`config.mk`:
```
export PLATFORM = sky130hd
export DESIGN_NAME = cpsc_top
export DESIGN_NICKNAME = d
export VERILOG_FILES = /design/src/hw/cpsc_pkg.sv /design/src/hw/cpsc_top.sv
export SDC_FILE = /design/constraint.sdc
export NUM_CORES = 1
export LEC_CHECK = 0
export ABC_AREA = 1
export BUFFER_PORTS_ARGS = -buffer_cell sky130_fd_sc_hd__buf_4
export CAP_MARGIN = 25
export CELL_PAD_IN_SITES_DETAIL_PLACEMENT = 1
export CELL_PAD_IN_SITES_GLOBAL_PLACEMENT = 1
export CORE_AREA = 2 2 112 114
export CTS_CLUSTER_SIZE = 10
export DETAILED_ROUTE_END_ITERATION = 12
export DIE_AREA = 0 0 114 116
export PLACE_DENSITY_LB_ADDON = 0.15
export SLEW_MARGIN = 10
export SYNTH_ARGS = -nofsm -noshare
export SYNTH_HDL_FRONTEND = slang
export SYNTH_SLANG_ARGS = --single-unit
```
`constraint.sdc`:
```
create_clock -name hclk -period 6.2 [get_ports hclk]
set_clock_uncertainty 0.05 [all_clocks]
set_input_delay 0.62 -clock hclk [delete_from_list [all_inputs] [get_ports hclk]]
set_output_delay 0.62 -clock hclk [all_outputs]
set_load 0.005 [all_outputs]
```
`src/hw/cpsc_pkg.sv`:
```
/*
 * Package for the clock prescale and sleep control block: register indices,
 * field positions, reset values, cycle counts and the sleep state encoding.
 * Assumes a 32-bit AHB-Lite register bus, in which each register index maps
 * to the byte address four times the index.
 */
package cpsc_pkg;

	// register indices; byte address is four times the index
	localparam logic [7:0] IDX_PRESCALE = 8'h26; // clock_prescale_register
	localparam logic [7:0] IDX_TRIM = 8'h31; // oscillator_trim_register
	localparam logic [7:0] IDX_CORE_CTRL = 8'h35; // core_control_register
	localparam logic [7:0] IDX_STATUS = 8'h3F; // sleep and unlock status

	// clock_prescale_register fields
	localparam int unsigned PRE_UNLOCK_BIT = 7; // divide_change_unlock
	localparam int unsigned PRE_CODE_LSB = 0; // clock_divide_code low bit
	localparam int unsigned PRE_CODE_W = 4; // clock_divide_code width

	// core_control_register fields
	localparam int unsigned CTL_ARM_BIT = 5; // sleep_arm
	localparam int unsigned CTL_MODE_LSB = 3; // sleep_mode_select low bit

	// status register fields
	localparam int unsigned STA_STATE_LSB = 0; // one-hot sleep state, 4 bits
	localparam int unsigned STA_UNLOCK_BIT = 4; // unlock window open
	localparam int unsigned STA_MODE_LSB = 5; // mode captured at sleep entry
	localparam int unsigned STA_STANDBY_BIT = 7; // standby taken

	// reset values
	localparam logic [7:0] TRIM_RESET = 8'h00; // until the factory value loads
	localparam logic [3:0] CODE_RESET = 4'h0; // until the fuse is sampled
	localparam logic [3:0] CODE_DIV1 = 4'h0; // fuse unprogrammed
	localparam logic [3:0] CODE_DIV8 = 4'h3; // fuse programmed
	localparam logic [3:0] CODE_MAX = 4'h8; // divide by 256, higher reserved
	localparam logic [31:0] RDATA_RESET = 32'h0000_0000;

	// cycle counts
	localparam logic [2:0] UNLOCK_CYCLES = 3'h4; // unlock window length
	localparam logic [15:0] WAKE_HALT_CYCLES = 16'h0004; // core held after start-up
	localparam logic [15:0] STANDBY_WAKE_CYCLES = 16'h0006; // standby start-up

	// sleep mode select encodings
	localparam logic [1:0] MODE_IDLE = 2'h0;
	localparam logic [1:0] MODE_NOISE = 2'h1;
	localparam logic [1:0] MODE_PDOWN = 2'h2;
	localparam logic [1:0] MODE_STANDBY = 2'h3;

	// sleep sequencer states
	typedef enum logic [3:0] {
		ST_ACTIVE = 4'h1, // core running
		ST_SLEEP = 4'h2, // clocks stopped, waiting for a wake source
		ST_START = 4'h4, // oscillator start-up after deep sleep
		ST_HALT = 4'h8 // clocks back, core still held
	} cpsc_state_t;

endpackage

```
`src/hw/cpsc_top.sv`:
```
/*
 * Clock prescale and sleep control: oscillator trim register, protected
 * power-of-two system clock prescaler, sleep mode clock gating and wake-up
 * sequencing, reached over an AHB-Lite slave port.
 * Assumes hclk is the undivided master clock and keeps running in this
 * model; the clock-run outputs are requests to the clock tree. The core
 * pulses sleep_instr for one cycle when it executes the sleep instruction,
 * and the interrupt inputs are already qualified by their enables.
 */
`timescale 1ns/1ns

module cpsc_top #(
	parameter int unsigned PD_WAKE_CYCLES = 16 // power-down start-up cycles
) (
	input wire logic hclk,
	input wire logic hresetn,
	input wire logic hsel,
	input wire logic [31:0] haddr,
	input wire logic [1:0] htrans,
	input wire logic hwrite,
	input wire logic [2:0] hsize,
	input wire logic [31:0] hwdata,
	input wire logic hready,
	output logic [31:0] hrdata,
	output logic hreadyout,
	output logic hresp,
	input wire logic [7:0] factory_trim,
	input wire logic boot_divide_by_eight_fuse,
	input wire logic xtal_clock_selected,
	input wire logic sleep_instr,
	input wire logic adc_enable,
	input wire logic ext_irq_edge,
	input wire logic ext_irq_zero_level,
	input wire logic pin_change_irq,
	input wire logic periph_irq,
	input wire logic adc_done_irq,
	input wire logic mem_ready_irq,
	output logic [7:0] osc_trim,
	output logic sys_tick,
	output logic core_clk_run,
	output logic flash_clk_run,
	output logic io_clk_run,
	output logic adc_clk_run,
	output logic osc_run,
	output logic core_halt,
	output logic adc_start_conv,
	output cpsc_pkg::cpsc_state_t sleep_state
);
	import cpsc_pkg::*;

	logic ap_take; // address phase accepted this cycle
	logic dp_wr; // write data phase in progress
	logic dp_rd; // read data phase in progress
	logic dp_map; // address was aligned and inside the map
	logic [7:0] dp_idx; // register index of the data phase
	logic wr_pres; // write to the prescale register
	logic set_req; // unlock request with other bits zero
	logic wr_code; // divide code write inside the window
	logic unlock; // divide_change_unlock
	logic [2:0] unlock_cnt; // cycles left in the unlock window
	logic boot_done; // trim and divide code captured after reset
	logic [3:0] code; // clock_divide_code
	logic [3:0] active_shift; // shift of the period now running
	logic [3:0] next_shift; // shift for the next period
	logic [7:0] div_cnt; // prescaler count within a period
	logic [7:0] div_lim; // last count of the current period
	logic sleep_arm; // sleep_arm
	logic [1:0] sleep_mode; // sleep_mode_select
	logic [1:0] mode_q; // mode captured at sleep entry
	logic standby_q; // standby taken at sleep entry
	logic [15:0] wake_cnt; // start-up or halt cycles left
	logic wake_hit; // a wake source for the current mode
	logic go_sleep; // sleep instruction taken
	cpsc_state_t next_state; // sequencer next state
	logic [31:0] rd_mux; // read data selected by index

	assign ap_take = hsel && hready && htrans[1];
	assign wr_pres = dp_wr && dp_map && dp_idx == IDX_PRESCALE;
	assign set_req = wr_pres && hwdata[PRE_UNLOCK_BIT] && hwdata[6:0] == 7'h00;
	assign wr_code = wr_pres && !hwdata[PRE_UNLOCK_BIT] && unlock;
	assign go_sleep = sleep_state == ST_ACTIVE && sleep_instr && sleep_arm;

	// bus slave: capture the address phase, reads take one wait state
	always_ff @(posedge hclk or negedge hresetn) begin
		if (!hresetn) begin
			dp_wr <= 1'b0;
			dp_rd <= 1'b0;
			dp_map <= 1'b0;
			dp_idx <= 8'h00;
			hreadyout <= 1'b1;
			hresp <= 1'b0;
		end else begin
			dp_wr <= ap_take && hwrite;
			dp_rd <= ap_take && !hwrite;
			hreadyout <= !(ap_take && !hwrite);
			hresp <= 1'b0;
			if (ap_take) begin
				dp_map <= haddr[31:10] == 22'h0 && haddr[1:0] == 2'h0;
				dp_idx <= haddr[9:2];
			end
		end
	end

	// read data mux; unmapped addresses and unused bits read zero
	always_comb begin
		rd_mux = 32'h0000_0000;
		if (dp_map) begin
			unique case (dp_idx)
				IDX_PRESCALE: begin
					rd_mux[PRE_UNLOCK_BIT] = unlock; // bits 6:4 stay zero
					rd_mux[PRE_CODE_LSB +: PRE_CODE_W] = code;
				end
				IDX_TRIM: rd_mux[7:0] = osc_trim;
				IDX_CORE_CTRL: begin
					rd_mux[CTL_ARM_BIT] = sleep_arm;
					rd_mux[CTL_MODE_LSB +: 2] = sleep_mode;
				end
				IDX_STATUS: begin
					rd_mux[STA_STATE_LSB +: 4] = sleep_state;
					rd_mux[STA_UNLOCK_BIT] = unlock;
					rd_mux[STA_MODE_LSB +: 2] = mode_q;
					rd_mux[STA_STANDBY_BIT] = standby_q;
				end
				default: rd_mux = 32'h0000_0000;
			endcase
		end
	end

	// read data register, loaded in the wait cycle
	always_ff @(posedge hclk or negedge hresetn) begin
		if (!hresetn) begin
			hrdata <= RDATA_RESET;
		end else if (dp_rd) begin
			hrdata <= rd_mux;
		end
	end

	// boot capture and trim register; osc_trim[7] is the range bit
	always_ff @(posedge hclk or negedge hresetn) begin
		if (!hresetn) begin
			boot_done <= 1'b0;
			osc_trim <= TRIM_RESET;
		end else if (!boot_done) begin
			boot_done <= 1'b1;
			osc_trim <= factory_trim;
		end else if (dp_wr && dp_map && dp_idx == IDX_TRIM) begin
			osc_trim <= hwdata[7:0];
		end
	end

	// unlock window: set only from closed, never restarted, four cycles long
	always_ff @(posedge hclk or negedge hresetn) begin
		if (!hresetn) begin
			unlock <= 1'b0;
			unlock_cnt <= 3'h0;
		end else if (unlock) begin
			if (wr_code || unlock_cnt == 3'h1) begin
				unlock <= 1'b0;
				unlock_cnt <= 3'h0;
			end else begin
				unlock_cnt <= unlock_cnt - 3'h1; // a second request is ignored
			end
		end else if (set_req) begin
			unlock <= 1'b1;
			unlock_cnt <= UNLOCK_CYCLES;
		end
	end

	// divide code: fuse value at boot, then any code through the window
	always_ff @(posedge hclk or negedge hresetn) begin
		if (!hresetn) begin
			code <= CODE_RESET;
		end else if (!boot_done) begin
			code <= boot_divide_by_eight_fuse ? CODE_DIV8 : CODE_DIV1;
		end else if (wr_code) begin
			code <= hwdata[PRE_CODE_LSB +: PRE_CODE_W];
		end
	end

	// period limit; reserved codes divide by the largest factor
	always_comb begin
		next_shift = code > CODE_MAX ? CODE_MAX : code;
		div_lim = 8'((9'h001 << active_shift) - 9'h001);
	end

	// prescaler: a new code takes effect only when a period completes
	always_ff @(posedge hclk or negedge hresetn) begin
		if (!hresetn) begin
			div_cnt <= 8'h00;
			active_shift <= CODE_RESET;
			sys_tick <= 1'b0;
		end else if (div_cnt >= div_lim) begin
			div_cnt <= 8'h00;
			active_shift <= next_shift;
			sys_tick <= 1'b1;
		end else begin
			div_cnt <= div_cnt + 8'h01;
			sys_tick <= 1'b0;
		end
	end

	// core control bits
	always_ff @(posedge hclk or negedge hresetn) begin
		if (!hresetn) begin
			sleep_arm <= 1'b0;
			sleep_mode <= MODE_IDLE;
		end else if (dp_wr && dp_map && dp_idx == IDX_CORE_CTRL) begin
			sleep_arm <= hwdata[CTL_ARM_BIT];
			sleep_mode <= hwdata[CTL_MODE_LSB +: 2];
		end
	end

	// wake sources allowed in each mode
	always_comb begin
		unique case (mode_q)
			MODE_IDLE: wake_hit = ext_irq_edge || ext_irq_zero_level || pin_change_irq
				|| periph_irq || adc_done_irq || mem_ready_irq;
			MODE_NOISE: wake_hit = adc_done_irq || mem_ready_irq || ext_irq_zero_level
				|| pin_change_irq;
			MODE_PDOWN, MODE_STANDBY: wake_hit = ext_irq_zero_level || pin_change_irq;
		endcase
	end

	// sequencer next state
	always_comb begin
		next_state = sleep_state;
		unique case (sleep_state)
			ST_ACTIVE: if (go_sleep) begin
				next_state = ST_SLEEP;
			end
			ST_SLEEP: if (wake_hit) begin
				next_state = mode_q[1] ? ST_START : ST_HALT;
			end
			ST_START: if (wake_cnt == 16'h0001) begin
				next_state = ST_HALT;
			end
			ST_HALT: if (wake_cnt == 16'h0001) begin
				next_state = ST_ACTIVE;
			end
		endcase
	end

	// sequencer state, captured mode and cycle counter; reset always wakes
	always_ff @(posedge hclk or negedge hresetn) begin
		if (!hresetn) begin
			sleep_state <= ST_ACTIVE;
			mode_q <= MODE_IDLE;
			standby_q <= 1'b0;
			wake_cnt <= 16'h0000;
		end else begin
			sleep_state <= next_state;
			if (go_sleep) begin
				mode_q <= sleep_mode;
				standby_q <= sleep_mode == MODE_STANDBY && xtal_clock_selected;
			end
			if (sleep_state == ST_SLEEP && wake_hit) begin
				if (!mode_q[1]) begin
					wake_cnt <= WAKE_HALT_CYCLES;
				end else if (standby_q) begin
					wake_cnt <= STANDBY_WAKE_CYCLES;
				end else begin
					wake_cnt <= 16'(PD_WAKE_CYCLES);
				end
			end else if (sleep_state == ST_START && wake_cnt == 16'h0001) begin
				wake_cnt <= WAKE_HALT_CYCLES;
			end else if (wake_cnt != 16'h0000) begin
				wake_cnt <= wake_cnt - 16'h0001;
			end
		end
	end

	// clock-run requests and core halt, registered from the next state
	always_ff @(posedge hclk or negedge hresetn) begin
		if (!hresetn) begin
			core_clk_run <= 1'b1;
			flash_clk_run <= 1'b1;
			io_clk_run <= 1'b1;
			adc_clk_run <= 1'b1;
			osc_run <= 1'b1;
			core_halt <= 1'b0;
		end else begin
			core_clk_run <= next_state == ST_ACTIVE;
			flash_clk_run <= next_state == ST_ACTIVE || next_state == ST_HALT;
			core_halt <= next_state != ST_ACTIVE;
			if (next_state == ST_SLEEP) begin
				// idle keeps I/O and converter; noise keeps the converter
				io_clk_run <= (go_sleep ? sleep_mode : mode_q) == MODE_IDLE;
				adc_clk_run <= !(go_sleep ? sleep_mode[1] : mode_q[1]);
				osc_run <= go_sleep ? (sleep_mode != MODE_PDOWN
					&& !(sleep_mode == MODE_STANDBY && !xtal_clock_selected))
					: (!mode_q[1] || standby_q);
			end else if (next_state == ST_START) begin
				io_clk_run <= 1'b0;
				adc_clk_run <= 1'b0;
				osc_run <= 1'b1;
			end else begin
				io_clk_run <= 1'b1;
				adc_clk_run <= 1'b1;
				osc_run <= 1'b1;
			end
		end
	end

	// one-cycle conversion start when entering idle or noise reduction
	always_ff @(posedge hclk or negedge hresetn) begin
		if (!hresetn) begin
			adc_start_conv <= 1'b0;
		end else begin
			adc_start_conv <= go_sleep && adc_enable && !sleep_mode[1];
		end
	end

	// helper for the tick spacing check
	logic [9:0] since_tick; // cycles since the previous tick
	logic seen_tick; // at least one tick since reset
	always_ff @(posedge hclk or negedge hresetn) begin
		if (!hresetn) begin
			since_tick <= 10'h000;
			seen_tick <= 1'b0;
		end else begin
			since_tick <= sys_tick ? 10'h001 : since_tick + 10'h001;
			seen_tick <= seen_tick || sys_tick;
		end
	end
endmodule

```
==> results of run 1 <==
cells in the final DEF (no fill, tap or decap), types with 6 or more instances in the layout:
cell / count
buf_4: 94
dfrtp_1: 76
clkbuf_16: 9
inv_1: 66
nand3_1: 28
clkbuf_8: 6
dfstp_2: 7
xor2_1: 7
o21ai_0: 22
nand2_2: 8
conb_1: 26
nor3_1: 12
nand2_1: 119
nand4_1: 15
a21oi_1: 24
o211ai_1: 9
nor2_1: 74
ha_1: 15
sequential cells by signal, indices dropped and copies added, names as in the netlist, 2 cells and up:
register and cells:
sleep_state 4, code 4, osc_trim 8, hrdata 8
sleep_mode 2, mode_q 2, unlock_cnt 3, active_shift 4
div_cnt 8, dp_idx 8, wake_cnt 16
per-layer routing:
| layer | up-vias | wire [µm] |
|---|---|---|
| met1 | 1990 | 5120 |
| li1 | 2019 | - |
| met2 | 95 | 6330 |
| met5 | - | 0 |
| met4 | 0 | 224 |
| met3 | 16 | 576 |
per-stage QoR:
stage	cell area [µm²]	hold WS, ns	std cells	power [mW]	util
floorplan	4770	0.274	599	0.857	-
global placement	5430	0.421	808	0.969	0.456
detailed placement	5430	0.441	808	0.987	0.456
CTS	5740	0.194	824	1.55	0.482
global route	5740	0.210	824	1.63	0.482
finish	5740	0.175	824	1.53	0.482
final timing paths:
path | endpoint | slack (ns) | depth (start not counted)
max | div_cnt[4] | 3.27 | 14
min | div_cnt[0] | 0.18 | 1
max reg2reg | div_cnt[4] | 3.27 | 14
min reg2reg | hrdata[3] | 0.45 | 2
max in group asynchronous | hrdata[4] | 4.94 | 2
min in group hclk | dp_rd | 0.40 | 2
critical path, stage by stage (launching register included):
cell       delay [ns]
dfrtp_1          0.42
nor2_1           0.30
nand3_1          0.12
ha_1             0.22
inv_1            0.09
a21oi_1          0.06
o31ai_1          0.11
xnor2_1          0.16
ha_1             0.25
nand2_1          0.09
nor2_1           0.06
nand4_1          0.06
o2111ai_1        0.35
buf_4            0.32
nor3b_1          0.18
power by group:
| part | switching [mW] | leakage, nW | total [mW] | internal [mW] |
|---|---|---|---|---|
| sequential | 0.0416 | 1.03 | 0.625 | 0.584 |
| combinational | 0.209 | 1.81 | 0.355 | 0.146 |
| clock | 0.212 | 0.155 | 0.550 | 0.338 |
cells by family after synthesis:
family / Yosys count / share of synthesized area
DFF: 83 / 0.446
AOI/OAI and AO/OA: 77 / 0.0994
xor gates and xnor gates: 9 / 0.0168
other: 2 / 0.00160
muxes: 10 / 0.0227
buffers and inverters: 101 / 0.104
and+or+nand+nor: 278 / 0.269
adders and majority gates: 15 / 0.0401
cell type report:
type | count | area share
multi-input combinational | 415 | 0.383
sequential | 83 | 0.363
timing repair buffer | 94 | 0.123
clock buffer | 16 | 0.0542
inverter | 69 | 0.0451
tap | 147 | 0.0320
==> flow_metrics.env, run 1 <==
export IMPL_status="complete, no violations"
export IMPL_viasPerCell=5.00
export IMPL_initial_utilization=0.393
export IMPL_fillCellCount=1510
export IMPL_vias=4120
export IMPL_maxSlewHeadroom=0.476
export IMPL_setup_viol=0
export IMPL_grtUsageMet1=0.232
export IMPL_synth_seq_cells=83
export IMPL_cp_start_kind="flop"
export IMPL_synth_edf_count=0
export IMPL_ys_async_sr_fraction=1.00
export IMPL_insertedDiodeCount=0
export IMPL_coreArea_um2=11900
export IMPL_max_cap_violations=0
export IMPL_hold_viol_final=0
export IMPL_pin_count=146
export IMPL_place_congestion=0.781
export IMPL_startpoint="active_shift[3]"
export IMPL_grt_max_degree=49
export IMPL_finalCriticalPeriod_ns=2.93
export IMPL_cp_arrival_ns=3.14
export IMPL_synth_area_leaders="dfrtp_1, nand2_1, nor2_1"
export IMPL_cts_hold_buffers=0
export IMPL_drt_initial_drc_count=164
export IMPL_clock_sinks=83
export IMPL_die_x_um=114
export IMPL_globalRouteTotalUtil=0.201
export IMPL_ys_seq_area_frac=0.446
export IMPL_grt_pass1_vias=4493
export IMPL_drive_gt1_frac=0.222
export IMPL_rsz0062_at_grt="false"
export IMPL_path_class="reg -> reg"
export IMPL_yosys_warnings=0
export IMPL_wirelength_mm=12.3
export IMPL_cp_required_ns=6.41
export IMPL_grt_busiest_layer="met2"
export IMPL_synth_top_area_frac=0.406
export IMPL_fin_ws_ns=3.27
export IMPL_overflow=0
export IMPL_clk_pin_slew_worst_paths_ns=0.06
export IMPL_r2r_start="active_shift[3]"
export IMPL_synth_area_um2=4680
export IMPL_htree_levels=3
export IMPL_worst_slew_pin_slew_ns=0.786
export IMPL_drc_errors=0
export IMPL_synth_common_cells="nand2_1, dfrtp_1, nor2_1"
export IMPL_hold_path_class="in -> async"
export IMPL_grtUsageMet3=0.0429
export IMPL_antenna_left=0
export IMPL_cts_setup_buffers=0
export IMPL_slew_viol_final=0
export IMPL_wl_per_cell_um=14.9
export IMPL_place_port_buffers=92
export IMPL_post_cts_resize_count=0
export IMPL_die_area_um2=13200
export IMPL_synth_most_common_cell="nand2_1"
export IMPL_grt_pass1_wl_mm=20.9
export IMPL_synth_ff_type="dfrtp_1"
export IMPL_cts_made_buffers=9
export IMPL_p_per_area_nw_per_um2=267
export IMPL_min_period_over_period=0.472
export IMPL_fin_nets=779
export IMPL_antenna_found_initial=0
export IMPL_cts_root_buf="clkbuf_16"
export IMPL_max_vdd_ir_drop_uv=135
export IMPL_die_h_um=116
export IMPL_synth_top_cell_by_area="dfrtp_1"
export IMPL_ys_types=46
export IMPL_synthCells=575
export IMPL_worst_path_max_fanout=9
export IMPL_synthToLayoutAreaGrowth_pct=22.7
export IMPL_dp_slack_ns=3.36
export IMPL_clockBufferDepth=2
export IMPL_multi_input_area_um2=2200
export IMPL_fp_row_count=40
export IMPL_critPathCaptureType="flop"
export IMPL_setup_tns_ns=0
export IMPL_p_leak_nw=3.00
export IMPL_grtUsageMet2=0.367
export IMPL_max_freq_mhz=342
export IMPL_worstSkewPairLatency_ns=0.34
export IMPL_synth_avg_cell_area_um2=8.14
export IMPL_dr_pass1_iters=4
export IMPL_regArea_um2=2090
export IMPL_cts_tree="built"
export IMPL_dp_hpwl_mm=9.57
Power figures use the tool's default switching activity.
==> run 2, diff against run 1 <==
- ABC_AREA: 1 -> 0
- CORE_AREA: 2 2 112 114 -> 2 2 118 120
- DIE_AREA: 0 0 114 116 -> 0 0 120 122
- clock period: 6.2 -> 2.5 ns (I/O delays scaled with it)
==> run 2 against run 1 <==
Against the previous run:
- the flow now finishes with violations (setup timing)
- maximum frequency is 7.1% higher
- flip-flop and latch count is the same
- via count down 6.4%
- first-iteration DRC count is 28% lower
- hold slack got worse by 0.088 ns
- die area up 11%
- critical path depth fell by 4
- synthesized area shrank 2.1%
- sequential share of layout area down 1.2 points
- non-clock buffer count is 25 higher
- combinational power rose to 3.0 times the previous value
==> flow_metrics.env, run 2 <==
export IMPL_setup_viol=12
export IMPL_worstPathCellList="or4_4 > ha_4 > nor3_2 > a21o_1 > a32oi_2 > ha_2 > o21a_1 > o21ai_2 > a31oi_4 > mux2_4"
export IMPL_synthCells=466
export IMPL_synth_top_area_frac=0.415
export IMPL_finalCriticalPeriod_ns=2.73
export IMPL_fin_nets=688
export IMPL_synth_top_cell_by_area="dfrtp_1"
export IMPL_final_common_cell="buf_4"
export IMPL_synth_avg_cell_area_um2=9.83
export IMPL_rsz0062_at_grt="true"
export IMPL_wirelength_mm=12.4
export IMPL_place_congestion=0.837
export IMPL_drt_initial_drc_count=118
export IMPL_insertedDiodeCount=0
export IMPL_fp_row_count=43
export IMPL_cp_arrival_ns=2.91
export IMPL_grt_max_degree=34
export IMPL_vias=3855
export IMPL_path_class="reg -> reg"
export IMPL_htree_levels=3
export IMPL_power_mw=3.92
export IMPL_mostFrequentLayoutCells="buf_4, dfrtp_1, nor2_1"
export IMPL_wl_per_cell_um=16.1
export IMPL_globalRouteTotalUtil=0.179
export IMPL_hold_path_class="in -> reg"
export IMPL_hold_viol_final=0
export IMPL_max_freq_mhz=366
export IMPL_pin_count=146
export IMPL_slew_viol_final=0
export IMPL_synthToLayoutAreaGrowth_pct=29.5
export IMPL_ys_async_sr_fraction=1.00
export IMPL_final_util=0.439
export IMPL_p_per_area_nw_per_um2=660
export IMPL_overflow=0
export IMPL_cp_start_kind="flop"
export IMPL_dr_pass1_iters=4
export IMPL_cts_tree="built"
export IMPL_cp_slowest_stage_delay_ns=0.56
export IMPL_synth_xor_area_share=0.0363
export IMPL_yosys_warnings=0
export IMPL_synth_most_common_cell="dfrtp_1"
export IMPL_critPathCaptureType="flop"
export IMPL_ys_seq_area_frac=0.455
export IMPL_clk_pin_slew_worst_paths_ns=0.06
export IMPL_synth_area_um2=4580
export IMPL_cp_required_ns=2.68
export IMPL_worstSkewPairLatency_ns=0.34
export IMPL_cts_root_buf="clkbuf_16"
export IMPL_synth_compound_area_share=0.131
export IMPL_synth_area_mux_share=0.0677
export IMPL_fin_ws_ns=-0.234
export IMPL_antenna_found_initial=0
export IMPL_coreArea_um2=13500
export IMPL_p_leak_nw=2.75
export IMPL_antenna_left=0
export IMPL_synth_ff_type="dfrtp_1"
export IMPL_min_period_over_period=1.09
export IMPL_dp_hpwl_mm=9.57
export IMPL_critPathSlowestCell="or4_4"
export IMPL_place_port_buffers=92
export IMPL_grt_pass1_vias=4170
export IMPL_top_register="wake_cnt"
export IMPL_status="finished with violations"
export IMPL_synth_top_family_by_area="simple AND/OR/NAND/NOR gates"
export IMPL_max_cap_violations=0
export IMPL_clock_sinks=83
export IMPL_synth_seq_cells=83
export IMPL_largest_reg_flops=16
export IMPL_grt_pass1_wl_mm=20.6
export IMPL_die_h_um=122
export IMPL_dp_slack_ns=-0.380
export IMPL_synth_edf_count=0
export IMPL_max_vdd_ir_drop_uv=361
export IMPL_die_x_um=120
export IMPL_clockBufferDepth=2
export IMPL_hold_worst_slack_ns=0.0873
export IMPL_drive_gt1_frac=0.297
export IMPL_fillCellCount=1527
export IMPL_cp_num_buf_inv=0
export IMPL_synth_common_cells="dfrtp_1, nor2_1, nand2_1"
export IMPL_synth_area_leaders="dfrtp_1, buf_4, ha_1"
export IMPL_synth_adder_area_share=0.0410
export IMPL_cts_made_buffers=9
export IMPL_worst_slew_pin_slew_ns=0.628
export IMPL_yosys_area_share_simple=0.191
export IMPL_worst_path_max_fanout=6
export IMPL_drc_errors=0
export IMPL_maxSlewHeadroom=0.578
export IMPL_violations="setup timing"
export IMPL_ys_types=66
export IMPL_initial_utilization=0.339
export IMPL_viasPerCell=5.03
export IMPL_die_area_um2=14600
export IMPL_setup_tns_ns=-2.14
export IMPL_critPathTopFamily="compound AO/OA/AOI/OAI gates"
run 2: layout make-up:
type / instances / area, µm² / area share
inverters: 26 / 97.6 / 0.0165
well taps: 180 / 225 / 0.0380
clock buffers: 13 / 240 / 0.0405
repair buffers: 119 / 921 / 0.155
flip-flops and latches: 83 / 2090 / 0.352
clock inverters: 3 / 40.0 / 0.00675
multi-input cells: 342 / 2320 / 0.391
run 2: what timing repair did:
item / in CTS / in global routing
setup endpoints to repair: 13 / 13
gates resized for setup: 6 / 2
endpoints found under the hold margin: 27 / 0
buffers inserted: 1 / 0
pin swaps: 9 / 7
hold buffers: 1 / 0
run 2: power by group:
group          internal (mW)  leakage, nW  switching (mW)  total, mW
clock                  0.772        0.138           0.518       1.29
combinational          0.555         1.56           0.516       1.07
sequential              1.45         1.05           0.103       1.56
total                   2.78         2.75            1.14       3.92
run 2: final timing paths:
check                           startpoint               to  slack, ns  depth (start not counted)
hold reg to reg                  dp_idx[6]        dp_idx[6]       0.45                          1
min in group asynchronous          hresetn      wake_cnt[3]       0.37                          2
hold / removal                    haddr[4]        dp_idx[2]       0.09                          2
max in group asynchronous          hresetn      adc_clk_run       1.33                          3
setup reg to reg           active_shift[1]  active_shift[1]      -0.23                         10
setup / recovery           active_shift[1]  active_shift[1]      -0.23                         10
run 2: worst register-to-register path: stages, from the launching register on:
cell,delay (ns)
dfrtp_1,0.38
or4_4,0.56
ha_4,0.19
nor3_2,0.09
a21o_1,0.12
a32oi_2,0.09
ha_2,0.32
o21a_1,0.12
o21ai_2,0.07
a31oi_4,0.28
mux2_4,0.34
run 2: metrics by stage:
| stage | cell area [µm²] | cells |
|---|---|---|
| 6_report | 5930 | 766 |
| 5_1_grt | 5930 | 766 |
| 4_1_cts | 5920 | 766 |
| 3_5_place_dp | 5600 | 748 |
| 3_3_place_gp | 5600 | 748 |
| 2_1_floorplan | 4730 | 490 |
run 2: cells by family (layout without fill, tap and decap cells):
group / after synthesis / after routing
AOI/OAI and AO/OA: 91 / 91
buffers and inverters: 65 / 161
adders and majority gates: 15 / 15
and+or+nand+nor: 162 / 162
xor gates and xnor gates: 19 / 19
muxes: 29 / 29
DFF: 83 / 83
other: 2 / 26
run 2: routing by layer:
metal,global-route usage,up-vias,wire length [µm]
met2,0.324,82,6410
met5,0,-,0
li1,-,1840,-
met4,0.0654,0,204
met3,0.0323,15,445
met1,0.211,1918,5290
